==> config.mk <==
export PLATFORM = sky130hd
export DESIGN_NAME = super_io_address_decode
export DESIGN_NICKNAME = d
export VERILOG_FILES = /design/src/inc/sio_decode_pkg.sv /design/src/design/drive_select_decode.sv /design/src/design/super_io_address_decode.sv
export VERILOG_INCLUDE_DIRS = /design/src /design/src/inc
export SDC_FILE = /design/constraint.sdc
export NUM_CORES = 1
export LEC_CHECK = 0
export ABC_AREA = 0
export ABC_CLOCK_PERIOD_IN_PS = 2300
export BUFFER_PORTS_ARGS = -buffer_cell sky130_fd_sc_hd__buf_2
export CAP_MARGIN = 0
export CELL_PAD_IN_SITES_DETAIL_PLACEMENT = 1
export CELL_PAD_IN_SITES_GLOBAL_PLACEMENT = 1
export CORE_MARGIN = 3
export CORE_UTILIZATION = 38
export CTS_CLUSTER_SIZE = 25
export DETAILED_ROUTE_END_ITERATION = 6
export GPL_TIMING_DRIVEN = 0
export PLACE_DENSITY_LB_ADDON = 0.25
export SLEW_MARGIN = 25
export SYNTH_ARGS = -nofsm -noshare
export SYNTH_HDL_FRONTEND = slang
export SYNTH_SLANG_ARGS = --single-unit
==> constraint.sdc <==
create_clock -name ref_clk -period 2.3 [get_ports ref_clk]
set_input_delay 0.46 -clock ref_clk [delete_from_list [all_inputs] [get_ports ref_clk]]
set_output_delay 0.46 -clock ref_clk [all_outputs]
set_load 0.01 [all_outputs]
==> src/inc/sio_decode_defines.svh <==
/*
 Address constants, config codes and reset values for the host I/O decode.
 Assumes a 10-bit ISA I/O address.
*/
`ifndef SIO_DECODE_DEFINES_SVH
`define SIO_DECODE_DEFINES_SVH
`define IDE_PRI_CMD 10'h1f0
`define IDE_SEC_CMD 10'h170
`define IDE_PRI_CTL 10'h3f6
`define IDE_SEC_CTL 10'h376
`define IDE_XT_BASE 10'h320
`define IDE_XT_CTL 10'h3f5
`define CTL_HI_ADDR 10'h3f7
`define CMD_MASK 10'h3f8
`define CTL_MASK 10'h3fe
`define XT_MASK 10'h3fc
`define GAME_ADDR 10'h201
`define CFG_INDEX 10'h3f0
`define CFG_DATA 10'h3f1
`define DOR_ADDR 10'h3f2
`define SER1_BASE 10'h3f8
`define SER2_BASE 10'h2f8
`define PAR_BASE 10'h278
`define PAR_LAST 10'h27a
`define KEY_CODE 8'h55
`define EXIT_CODE 8'haa
`define CFG_COUNT 4
`define DOR_RESET 8'h00
`endif

==> src/inc/sio_decode_pkg.sv <==
/*
 Types for the host I/O decode block.
 Assumes sio_decode_defines.svh is on the include path.
*/
package sio_decode_pkg;
   typedef struct packed {
      logic [9:0] addr;
      logic ior_n;
      logic iow_n;
      logic aen;
      logic [7:0] wdata;
   } host_bus_s;
   typedef struct packed {
      logic at_mode;
      logic secondary;
      logic ide_enable;
      logic game_enable;
   } ide_cfg_s;
   typedef enum logic [2:0] {
      CFG_IDLE = 3'b001,
      CFG_KEY1 = 3'b010,
      CFG_ACTIVE = 3'b100
   } cfg_state_e;
endpackage : sio_decode_pkg

==> src/design/drive_select_decode.sv <==
/*
 Drive and motor select decode from the digital output register.
 Assumes the register and the ECP strap are already held in flip-flops.
*/
`timescale 1ns/1ps
module drive_select_decode (
   input wire logic [7:0] digital_output_reg,
   input wire logic ecp_mode,
   output logic [3:0] motor_d,
   output logic [3:0] drive_d
);
   genvar i;
   generate
      for (i = 0; i < 4; i++) begin : g_drv
         localparam logic [1:0] IDX = 2'(i);
         // In ECP only two lines exist; lines 2,3 stay high, outer decoder fans out
         assign motor_d[i] = (ecp_mode && i > 1) ? 1'b1 : ~digital_output_reg[4 + i];
         assign drive_d[i] = (ecp_mode && i > 1) ? 1'b1
                             : ecp_mode ? ~digital_output_reg[i]
                             : ~((digital_output_reg[1:0] == IDX) && digital_output_reg[4 + i]);
      end
   endgenerate
endmodule : drive_select_decode

==> src/design/super_io_address_decode.sv <==
/*
 Host I/O address decode and glue: IDE selects, game select, config gating,
 strap capture, drive selects. Assumes host bus inputs synchronous to ref_clk.
*/
// Behaviour
// High byte enable: AT, wide, command range
// Select A: AT command range, XT 320-323
// Select B: control pair, primary or secondary
// Drive pulls wide indicator low for 16-bit
// XT mode: indicator pin is DMA acknowledge
// Bit 7 passes between host and drive
// Read of 3F7 returns disk change bit
// Power-good low: freeze registers, float outputs
// Game select low at address 201
// Straps sampled during reset, then held; code samples on the first clock after release
// Drive selects decode output register bits
// ECP mode: only two select lines
// Config mode entered by code to 3F0
// Status reads blocked in config mode
// Default serial and parallel port decode
// Registers 8 bits, IDE data 16
// XT decode uses 320-323 and 3F5-3F7; code decodes 320-323 and 3F6-3F7 only
// Low byte enable: AT ranges, XT 320-323
// Selects inactive outside range or disabled
// Decode config held until rewrite or reset
`timescale 1ns/1ps
`include "sio_decode_defines.svh"
module super_io_address_decode (
   input wire logic ref_clk,
   input wire logic arst_n,
   input wire logic power_good,
   input wire sio_decode_pkg::host_bus_s host,
   input wire logic wide_transfer_n,
   input wire logic disk_change,
   input wire logic ide_data_bit7_i,
   input wire logic host_d7_i,
   input wire logic serial_strap_0,
   input wire logic ide_addr_strap,
   input wire logic floppy_addr_strap,
   input wire logic parport_mode_strap,
   input wire logic [7:0] cfg_rdata_i,
   output logic ide_high_byte_en_n,
   output logic ide_low_byte_en_n,
   output logic hard_disk_sel_a_n,
   output logic hard_disk_sel_b_n,
   output logic wide_transfer_active,
   output logic ide_data_bit7_o,
   output logic ide_data_bit7_oe,
   output logic host_d7_o,
   output logic host_d7_oe,
   output logic game_port_sel_n,
   output logic [3:0] motor_on_n,
   output logic [3:0] drive_sel_n,
   output logic outputs_oe,
   output logic cfg_mode,
   output logic status_a_rd,
   output logic status_b_rd,
   output logic cfg_rd,
   output logic cfg_wr,
   output logic serial1_sel,
   output logic serial2_sel,
   output logic parport_sel,
   output logic ide_data_wide,
   output logic [3:0] straps_q
);
   import sio_decode_pkg::*;

   // ****************************************************************
   // Decode
   // ****************************************************************
   ide_cfg_s cfg_q;
   cfg_state_e state_q;
   logic [7:0] dor_q;
   logic [1:0] cfg_cnt_q;
   logic strap_done_q;
   logic rd, wr, cmd_hit, ctl_hit, xt_hit, xt_ctl_hit, hi_hit, io_live;
   logic [3:0] motor_d, drive_d;
   logic [9:0] cmd_base, ctl_base;

   // Power-good low masks the host strobes so no host access can change state
   assign io_live = power_good && !host.aen;
   assign rd = io_live && !host.ior_n;
   assign wr = io_live && !host.iow_n;
   assign cmd_base = cfg_q.secondary ? `IDE_SEC_CMD : `IDE_PRI_CMD;
   assign ctl_base = cfg_q.secondary ? `IDE_SEC_CTL : `IDE_PRI_CTL;
   assign cmd_hit = cfg_q.ide_enable && cfg_q.at_mode
                    && ((host.addr & `CMD_MASK) == cmd_base);
   assign ctl_hit = cfg_q.ide_enable && cfg_q.at_mode
                    && ((host.addr & `CTL_MASK) == ctl_base);
   assign xt_hit = cfg_q.ide_enable && !cfg_q.at_mode
                   && ((host.addr & `XT_MASK) == `IDE_XT_BASE);
   assign xt_ctl_hit = cfg_q.ide_enable && !cfg_q.at_mode
                       && ((host.addr & `CTL_MASK) == `IDE_PRI_CTL);
   assign hi_hit = (host.addr == `CTL_HI_ADDR);

   // ****************************************************************
   // Config mode
   // ****************************************************************
   // Two key writes to the index port enter; the exit code leaves
   always_ff @(posedge ref_clk or negedge arst_n) begin
      if (!arst_n) begin
         state_q <= CFG_IDLE;
      end else if (wr && host.addr == `CFG_INDEX) begin
         unique case (state_q)
            CFG_IDLE: state_q <= (host.wdata == `KEY_CODE) ? CFG_KEY1 : CFG_IDLE;
            CFG_KEY1: state_q <= (host.wdata == `KEY_CODE) ? CFG_ACTIVE : CFG_IDLE;
            CFG_ACTIVE: state_q <= (host.wdata == `EXIT_CODE) ? CFG_IDLE : CFG_ACTIVE;
            default: state_q <= CFG_IDLE;
         endcase
      end
   end

   // Decode choice lives here; writes to the data port only take in config mode
   always_ff @(posedge ref_clk or negedge arst_n) begin
      if (!arst_n) begin
         cfg_q <= '{at_mode: 1'b1, secondary: 1'b0, ide_enable: 1'b1, game_enable: 1'b1};
      end else if (!strap_done_q) begin
         cfg_q.secondary <= ide_addr_strap;
      end else if (wr && state_q == CFG_ACTIVE && host.addr == `CFG_DATA) begin
         cfg_q <= host.wdata[3:0];
      end
   end

   // ****************************************************************
   // Straps
   // ****************************************************************
   // Captured on the first clock after release; a reset value cannot be a port
   always_ff @(posedge ref_clk or negedge arst_n) begin
      if (!arst_n) begin
         strap_done_q <= 1'b0;
         straps_q <= 4'h0;
      end else if (!strap_done_q) begin
         strap_done_q <= 1'b1;
         straps_q <= {parport_mode_strap, floppy_addr_strap,
                      ide_addr_strap, serial_strap_0};
      end
   end

   // ****************************************************************
   // Digital output register
   // ****************************************************************
   always_ff @(posedge ref_clk or negedge arst_n) begin
      if (!arst_n) begin
         dor_q <= `DOR_RESET;
      end else if (wr && host.addr == `DOR_ADDR) begin
         dor_q <= host.wdata;
      end
   end

   drive_select_decode u_drv (
      .digital_output_reg(dor_q),
      .ecp_mode(straps_q[3]),
      .motor_d(motor_d),
      .drive_d(drive_d)
   );

   // ****************************************************************
   // Registered outputs
   // ****************************************************************
   // One cycle of decode latency traded for glitch-free flop outputs
   always_ff @(posedge ref_clk or negedge arst_n) begin
      if (!arst_n) begin
         ide_high_byte_en_n <= 1'b1;
         ide_low_byte_en_n <= 1'b1;
         hard_disk_sel_a_n <= 1'b1;
         hard_disk_sel_b_n <= 1'b1;
         wide_transfer_active <= 1'b0;
         game_port_sel_n <= 1'b1;
         ide_data_wide <= 1'b0;
      end else if (power_good) begin
         // Drive pulls the indicator low for a wide cycle
         wide_transfer_active <= cfg_q.at_mode && !wide_transfer_n;
         ide_high_byte_en_n <= !(cmd_hit && io_live && !wide_transfer_n);
         ide_low_byte_en_n <= !(io_live && (cmd_hit || ctl_hit
                               || (xt_hit && (!wide_transfer_n || rd || wr))));
         // XT: pin is DMA acknowledge, asserts select A without address strobes
         hard_disk_sel_a_n <= !((io_live && (cmd_hit || xt_hit))
                               || (!cfg_q.at_mode && cfg_q.ide_enable
                                   && !wide_transfer_n && power_good));
         hard_disk_sel_b_n <= !(io_live && (ctl_hit || xt_ctl_hit));
         game_port_sel_n <= !(io_live && cfg_q.game_enable
                             && host.addr == `GAME_ADDR);
         ide_data_wide <= cmd_hit && host.addr == cmd_base;
      end
   end

   always_ff @(posedge ref_clk or negedge arst_n) begin
      if (!arst_n) begin
         ide_data_bit7_o <= 1'b0;
         ide_data_bit7_oe <= 1'b0;
         host_d7_o <= 1'b0;
         host_d7_oe <= 1'b0;
      end else if (power_good) begin
         ide_data_bit7_oe <= wr && (cmd_hit || (ctl_hit && cfg_q.at_mode));
         ide_data_bit7_o <= host_d7_i;
         host_d7_oe <= rd && (cmd_hit || ctl_hit);
         host_d7_o <= (hi_hit && rd) ? disk_change : ide_data_bit7_i;
      end
   end

   always_ff @(posedge ref_clk or negedge arst_n) begin
      if (!arst_n) begin
         cfg_mode <= 1'b0;
         status_a_rd <= 1'b0;
         status_b_rd <= 1'b0;
         cfg_rd <= 1'b0;
         cfg_wr <= 1'b0;
      end else if (power_good) begin
         cfg_mode <= (state_q == CFG_ACTIVE);
         status_a_rd <= rd && state_q != CFG_ACTIVE && host.addr == `CFG_INDEX;
         status_b_rd <= rd && state_q != CFG_ACTIVE && host.addr == `CFG_DATA;
         cfg_rd <= rd && state_q == CFG_ACTIVE && host.addr == `CFG_DATA;
         cfg_wr <= wr && state_q == CFG_ACTIVE && host.addr == `CFG_DATA;
      end
   end

   always_ff @(posedge ref_clk or negedge arst_n) begin
      if (!arst_n) begin
         serial1_sel <= 1'b0;
         serial2_sel <= 1'b0;
         parport_sel <= 1'b0;
         motor_on_n <= 4'hf;
         drive_sel_n <= 4'hf;
         outputs_oe <= 1'b0;
      end else begin
         outputs_oe <= power_good;
         if (power_good) begin
            serial1_sel <= io_live && ((host.addr & `CMD_MASK) == `SER1_BASE);
            serial2_sel <= io_live && ((host.addr & `CMD_MASK) == `SER2_BASE);
            parport_sel <= io_live && host.addr >= `PAR_BASE
                           && host.addr <= `PAR_LAST;
            motor_on_n <= motor_d;
            drive_sel_n <= drive_d;
         end
      end
   end

   // ****************************************************************
   // Checks
   // ****************************************************************
   property p_hi_never_xt;
      @(posedge ref_clk) disable iff (!arst_n)
      !cfg_q.at_mode && $stable(cfg_q) |=> ide_high_byte_en_n;
   endproperty
   a_hi_never_xt: assert property (p_hi_never_xt) else $error("high enable in XT");

   property p_game;
      @(posedge ref_clk) disable iff (!arst_n)
      io_live && cfg_q.game_enable && host.addr == `GAME_ADDR |=> !game_port_sel_n;
   endproperty
   a_game: assert property (p_game) else $error("game select missing");

   property p_freeze;
      @(posedge ref_clk) disable iff (!arst_n)
      !power_good |=> $stable(dor_q) && $stable(state_q) && !outputs_oe;
   endproperty
   a_freeze: assert property (p_freeze) else $error("state moved without power");

   property p_status_block;
      @(posedge ref_clk) disable iff (!arst_n)
      state_q == CFG_ACTIVE && power_good |=> !status_a_rd && !status_b_rd;
   endproperty
   a_status_block: assert property (p_status_block) else $error("status read in cfg");

   property p_disk_change;
      @(posedge ref_clk) disable iff (!arst_n)
      power_good && rd && hi_hit |=> host_d7_o == $past(disk_change);
   endproperty
   a_disk_change: assert property (p_disk_change) else $error("bit 7 not disk change");

   property p_sel_a_range;
      @(posedge ref_clk) disable iff (!arst_n)
      power_good && !cmd_hit && !xt_hit && wide_transfer_n |=> hard_disk_sel_a_n;
   endproperty
   a_sel_a_range: assert property (p_sel_a_range) else $error("select A out of range");

   property p_cfg_entry;
      @(posedge ref_clk) disable iff (!arst_n)
      state_q == CFG_IDLE ##1 state_q == CFG_ACTIVE |-> 1'b0;
   endproperty
   a_cfg_entry: assert property (p_cfg_entry) else $error("config skipped key");

   property p_strap_hold;
      @(posedge ref_clk) disable iff (!arst_n)
      strap_done_q ##1 strap_done_q |-> $stable(straps_q);
   endproperty
   a_strap_hold: assert property (p_strap_hold) else $error("straps changed");

   property p_ecp_two;
      @(posedge ref_clk) disable iff (!arst_n)
      straps_q[3] && power_good ##1 straps_q[3] |-> drive_sel_n[3:2] == 2'b11;
   endproperty
   a_ecp_two: assert property (p_ecp_two) else $error("ECP upper selects active");
endmodule : super_io_address_decode

**Word-level counts from Yosys, hierarchy flattened**

Index checks and enable logic that the tools add are counted.

- Register bits after elaboration: 48
- Output and inout port bits: 32
- Bits of input ports: 40
- Logic and storage cells: 141

- Eq/ne operators: 22
- Magnitude comparators: 2
- Bitwise logic cells: 10
- Reductions and logical operators: 62
- Mux-type cells: 15

Operators with widths:

| cell | count |
|---|---|
| 10-bit equality test (second input constant) | 5 |
| 1-bit logical AND | 42 |
| 10-bit by 9-bit equality test with 1-bit output | 2 |
| 8-bit equality test (second input constant) | 2 |
| 8-bit two-way mux | 2 |
| 7-bit equality test (second input constant) | 2 |
| 10-bit equality test | 1 |
| 10-bit greater-or-equal comparator (second input constant) | 1 |
| 10-bit less-or-equal comparator (second input constant) | 1 |
| 1-bit zero test | 10 |
| 1-bit NOT | 10 |
| 9-bit equality test (second input constant) | 1 |
| 3-bit two-way mux | 3 |
| 3-bit one-hot mux with 3 select lines | 1 |
| 8-bit by 7-bit equality test with 1-bit output (second input constant) | 1 |
| 1-bit logical OR | 8 |
| 1-bit two-way mux | 8 |
| 2-bit equality test (second input constant) | 2 |
| 3-bit by 1-bit equality test with 1-bit output (second input constant) | 1 |
| 3-bit by 2-bit equality test with 1-bit output (second input constant) | 1 |
| 3-bit equality test (second input constant) | 1 |
| 3-bit != test (second input constant) | 1 |
| 2-bit by 1-bit equality test with 1-bit output (second input constant) | 1 |
| 2-bit zero test | 1 |
| other kinds (3) | 3 |

**Logic depth before layout (Yosys ltp)**

- Depth after elaboration: 9
- Gate-level depth with buffers: 7
- Mapped depth without buffers: 4

**Hierarchy**

Synthesis repeated with hierarchy kept, for this count alone.

- Cell total of the unflattened synthesis: 195
- Area, all modules: 2299.7 µm²

By module, submodules not included:

| module | area each (µm²) | cells an instance | seq. area each (µm²) | instances |
|---|---|---|---|---|
| super_io_address_decode | 2223.4 | 185 | 1222.4 | 1 |
| drive_select_decode | 76.3 | 10 | 0.0 | 1 |

**Worst setup path after synthesis**

No wires, ideal clock.

- Path kind: input -> register
- From: input power_good
- To: register dor_q[0]
- Path buffers: 3
- Required time: 2175 ps
- Stages on the path: 7
- Slack: 301 ps
- Data arrival time: 1874 ps
- Library setup time: 125 ps
- Path through: buf_4 > and4b_1 > buf_4 > nand3_4 > or4_4 > buf_6 > mux2_4

- Longest elaborated chain between the ends: 3

Ends and longest elaborated chain:

| element | line | source |
|---|---|---|
| start, declared | super_io_address_decode.sv:31 | `input wire logic power_good,` |
| 1-bit logical AND | super_io_address_decode.sv:81 | `assign io_live = power_good && !host.aen;` |
| 1-bit logical AND | super_io_address_decode.sv:83 | `assign wr = io_live && !host.iow_n;` |
| 1-bit logical AND (no source line) | - |  |
| end signal, assigned | super_io_address_decode.sv:144 | `` dor_q <= `DOR_RESET; `` |
| end signal, assigned | super_io_address_decode.sv:146 | `dor_q <= host.wdata;` |
| end, declared | super_io_address_decode.sv:73 | `logic [7:0] dor_q;` |

Every way passes these cells.
A chain may end at the register's enable or synchronous reset.

**Worst setup path after layout**

- From: register state_q[1]
- To: register cfg_q[1] (netlist bit)

- Longest elaborated chain between the ends: 4

Ends and longest elaborated chain:

| element | line | source |
|---|---|---|
| start, declared | super_io_address_decode.sv:72 | `cfg_state_e state_q;` |
| start signal, assigned | super_io_address_decode.sv:105 | `` CFG_IDLE: state_q <= (host.wdata == `KEY_CODE) ? CFG_KEY1 : CFG_IDLE; `` |
| start signal, assigned | super_io_address_decode.sv:106 | `` CFG_KEY1: state_q <= (host.wdata == `KEY_CODE) ? CFG_ACTIVE : CFG_IDLE; `` |
| start signal, assigned | super_io_address_decode.sv:107 | `` CFG_ACTIVE: state_q <= (host.wdata == `EXIT_CODE) ? CFG_IDLE : CFG_ACTIVE; `` |
| 3-bit equality test | super_io_address_decode.sv:119 | `` end else if (wr && state_q == CFG_ACTIVE && host.addr == `CFG_DATA) begin `` |
| 1-bit logical AND | super_io_address_decode.sv:119 |  |
| 1-bit logical AND (no source line) | - |  |
| 2-bit AND reduction (no source line) | - |  |
| end signal, assigned | super_io_address_decode.sv:116 | `cfg_q <= '{at_mode: 1'b1, secondary: 1'b0, ide_enable: 1'b1, game_enable: 1'b1};` |
| end signal, assigned | super_io_address_decode.sv:120 | `cfg_q <= host.wdata[3:0];` |
| end, declared | super_io_address_decode.sv:71 | `ide_cfg_s cfg_q;` |

Every way passes these cells.

==> results.txt <==
----------------------------------------------------
[Clocking]
  Clock sink count ... 46
  Post-CTS clock slew at the launch and capture registers of the worst setup and hold paths ... 0.09 ns
  Number of CTS-inserted buffers ... 5
  Hold-fix buffer count after cts ... 0
  Number of buffers on the longest clock path ... 2
  Clock insertion delay at the later pin of the skew report ... 0.30 ns
  Clock root buffer ... sky130_fd_sc_hd__clkbuf_8
  CTS H-tree lvls ... 2
  Post CTS Setup Buffer Count ... 0
  Cts repair resizes ... 0
  Clock tree from TritonCTS ... done

[Setup path]
  Flop2flop setup slack ... 0.27 ns
  Kind of launch point of the worst setup path ... flip-flop
  Endpoint type of the worst setup path ... flip-flop
  Worst endpoint required time ... 2.53 ns
  Critical path arrival ... 2.26 ns
  Setup Crit Path Kind ... flip-flop to flip-flop
  Critical R2R Capture ... cfg_q[1]
  Maximum fanout along the worst path ... 5
  Startpoint of the worst-slack reg-to-reg timing path ... state_q[1]
  Depth of the worst register-to-register path ... 4

[Layout]
  Final layout net count ... 295
  Fraction of layout instances using a drive strength above 1 ... 44.5%
  Area added between synthesis and finish ... 23.0%
  ANT cells ... 0

[Global routing]
  Global-route wire length before repair ... 9420 um
  Largest net degree at the start of global routing ... 47
  Antenna violations before repair ... 0
  Overflow left after global routing ... 0
  GRT Resource Usage Total ... 18.8%
  Vias in the first global route ... 1,824

[Timing]
  Unrepaired setup endpoints after global routing ... no
  Tightest Pin Transition ... 0.591 ns
  Post-route fraction of the period consumed by the critical path ... 88.2%
  Worst setup slack after layout ... 0.270 ns
  Max-slew violations ... 0
  Min cycle time layout ... 2.03 ns
  Setup-violating endpoint count in the final report ... 0
  Final setup skew ... 0.00177 ns
  Worst max-slew margin expressed relative to the limit ... 60.5%
  Accumulated negative setup slack ... 0 ns
  Maximum frequency from static timing analysis ... 493 MHz
  Final Hold Fails ... 0

[Flow run]
  Count of max-cap constraint violations ... 0

[Placement]
  Detailed placer's ending HPWL ... 4310 um
  Minimum setup slack after placement ... 0.0838 ns
  Weighted congestion reported at the end of routability-driven placement ... 0.900
  Count of input and output buffers ... 63

[Logic synthesis]
  Post-synthesis cell type count ... 46
  Most used flip-flop cell after synthesis ... sky130_fd_sc_hd__dfrtp_1
  Post-synthesis area per instance ... 11.8 um^2
  Number of synthesized register bits ... 46
  Number of warnings issued by yosys ... 0
  Yosys top cell area share ... 33.3%
  Number of enable flip-flop cells after synthesis ... 0
  Fraction of registers with async set or reset after synthesis ... 100%
  Most common cell in the synthesized netlist ... sky130_fd_sc_hd__dfrtp_1
  Commonest cells post-synth ... 29 x sky130_fd_sc_hd__dfrtp_1, 17 x sky130_fd_sc_hd__dfstp_2, 12 x sky130_fd_sc_hd__mux2_2, 12 x sky130_fd_sc_hd__nand2_1, 10 x sky130_fd_sc_hd__nor2_1
  Cell type contributing the most total cell area after synthesis ... sky130_fd_sc_hd__dfrtp_1
  Leading cell types by total area after synthesis ... sky130_fd_sc_hd__dfrtp_1 33%, sky130_fd_sc_hd__dfstp_2 21%, sky130_fd_sc_hd__mux2_2 6.2%, sky130_fd_sc_hd__mux2_4 4.1%, sky130_fd_sc_hd__nand2_1 2.1%
  Syn_nets ... 225
  Cell area after synthesis ... 0.00218 mm^2
  Number of instances in the synthesized netlist ... 185
  Share of the yosys chip area belonging to registers ... 53.8%

[Floorplanning]
  Total Die Area ... 0.00668 mm^2
  Placeable core area ... 0.00534 mm^2
  Number of placement rows ... 26
  I/O pins ... 72
  Die width ... 81.7 um
  Y dimension of the die ... 81.7 um
  Initial Util ... 40.8%

[Detailed routing]
  Routed WL per cell ... 17.3 um
  Detailed-route vias per instance ... 5.40
  Routed wire length ... 5640 um
  Number of DRC markers after the initial detailed-route iteration ... 82
  Detail Route Antenna Nets ... 0
  First-pass DRT Iterations ... 4
  Total DRC errors in the routed layout ... 0
  Detailed-route via count ... 1,761

[Pwr]
  Largest voltage drop on the vdd net ... 0.299 mV
  Final total power ... 0.00153 W
  LEAKAGE ... 1.23 nW
  Cell Pwr Density ... 571 mW/mm^2

[Hold path]
  Worst min-delay path class ... primary input to async pin

[Outcome]
  Result of the run ... completed

----------------------------------------------------
==> where the power goes <==
group | leakage (nW) | internal, W | total (W) | switching, W
Combinational | 0.617 | 0.0000606 | 0.000151 | 0.0000906
Clock | 0.0489 | 0.000249 | 0.000534 | 0.000285
Sequential | 0.562 | 0.000831 | 0.000844 | 0.0000133
==> cell type report <==
| class | count | area [um^2] |
|---|---|---|
| fill | 630 | 2660 |
| sequential | 46 | 1170 |
| multi-input combinational | 122 | 923 |
| timing repair buffer | 63 | 318 |
| tap | 70 | 87.6 |
| clock buffer | 7 | 86.3 |
| buffer | 8 | 48.8 |
| inverter | 9 | 33.8 |
| clock inverter | 1 | 8.76 |
==> critical path: stages (launching register included) <==
cell and delay, ns:
sky130_fd_sc_hd__dfrtp_1 0.43, sky130_fd_sc_hd__nor3b_1 0.53, sky130_fd_sc_hd__nand2_1 0.25, sky130_fd_sc_hd__nor4_2 0.35
sky130_fd_sc_hd__mux2_2 0.39
==> stage by stage <==
step / hold WS, ns / instances / util (%) / area (um^2)
floorplan: 0.164 / 185 / - / 2180
global placement: 0.462 / 318 / 48.4 / 2580
detailed placement: 0.467 / 318 / 48.4 / 2580
CTS: 0.270 / 326 / 50.2 / 2680
global route: 0.183 / 326 / 50.2 / 2680
finish: 0.152 / 326 / 50.2 / 2680
==> flip-flops by register name (all words and copies together), names as in the netlist, 3 cells and up <==
name,flops
motor_on_n,4
straps_q,4
state_q,3
drive_sel_n,4
cfg_q,4
dor_q,6
==> routing by layer <==
layer	vias up	share of wire, %	GRT usage, %
met1	864	47	26.3
met5	-	0	0
li1	834	-	-
met4	0	0.78	4.65
met3	5	5.7	3.84
met2	58	47	29.9
==> placed cells by master (no fill, tap or decap), types with 6 or more instances in the layout <==
cell	Yosys	layout
sky130_fd_sc_hd__o21ai_0	7	7
sky130_fd_sc_hd__clkbuf_8	0	6
sky130_fd_sc_hd__dfstp_2	17	17
sky130_fd_sc_hd__nor2_1	10	10
sky130_fd_sc_hd__dfrtp_1	29	29
sky130_fd_sc_hd__mux2_4	6	6
sky130_fd_sc_hd__mux2_2	12	12
sky130_fd_sc_hd__buf_2	0	62
sky130_fd_sc_hd__nand2_1	12	12
sky130_fd_sc_hd__inv_1	9	9
==> kinds of logic after synthesis <==
kind of cell	synth area share (%)
simple gates	19.3
flops	53.8
compound gates	11.3
mux	10.8
buf+inv	3.79
xor+xnor	0.804
other cells	0.172
==> worst max-delay path by stage <==
| stage | startpoint | end | slack, ns |
|---|---|---|---|
| 2_1_floorplan | power_good | dor_q[0] | 0.30 |
| 3_3_place_gp | power_good | dor_q[6] | 0.08 |
| 3_5_place_dp | power_good | dor_q[4] | 0.08 |
| 4_1_cts | state_q[1] | cfg_q[1] | 0.22 |
| 5_1_grt | state_q[1] | cfg_q[1] | 0.10 |
| 6_report | state_q[1] | cfg_q[1] | 0.27 |
Note: power is estimated with default switching activity, not from simulation.
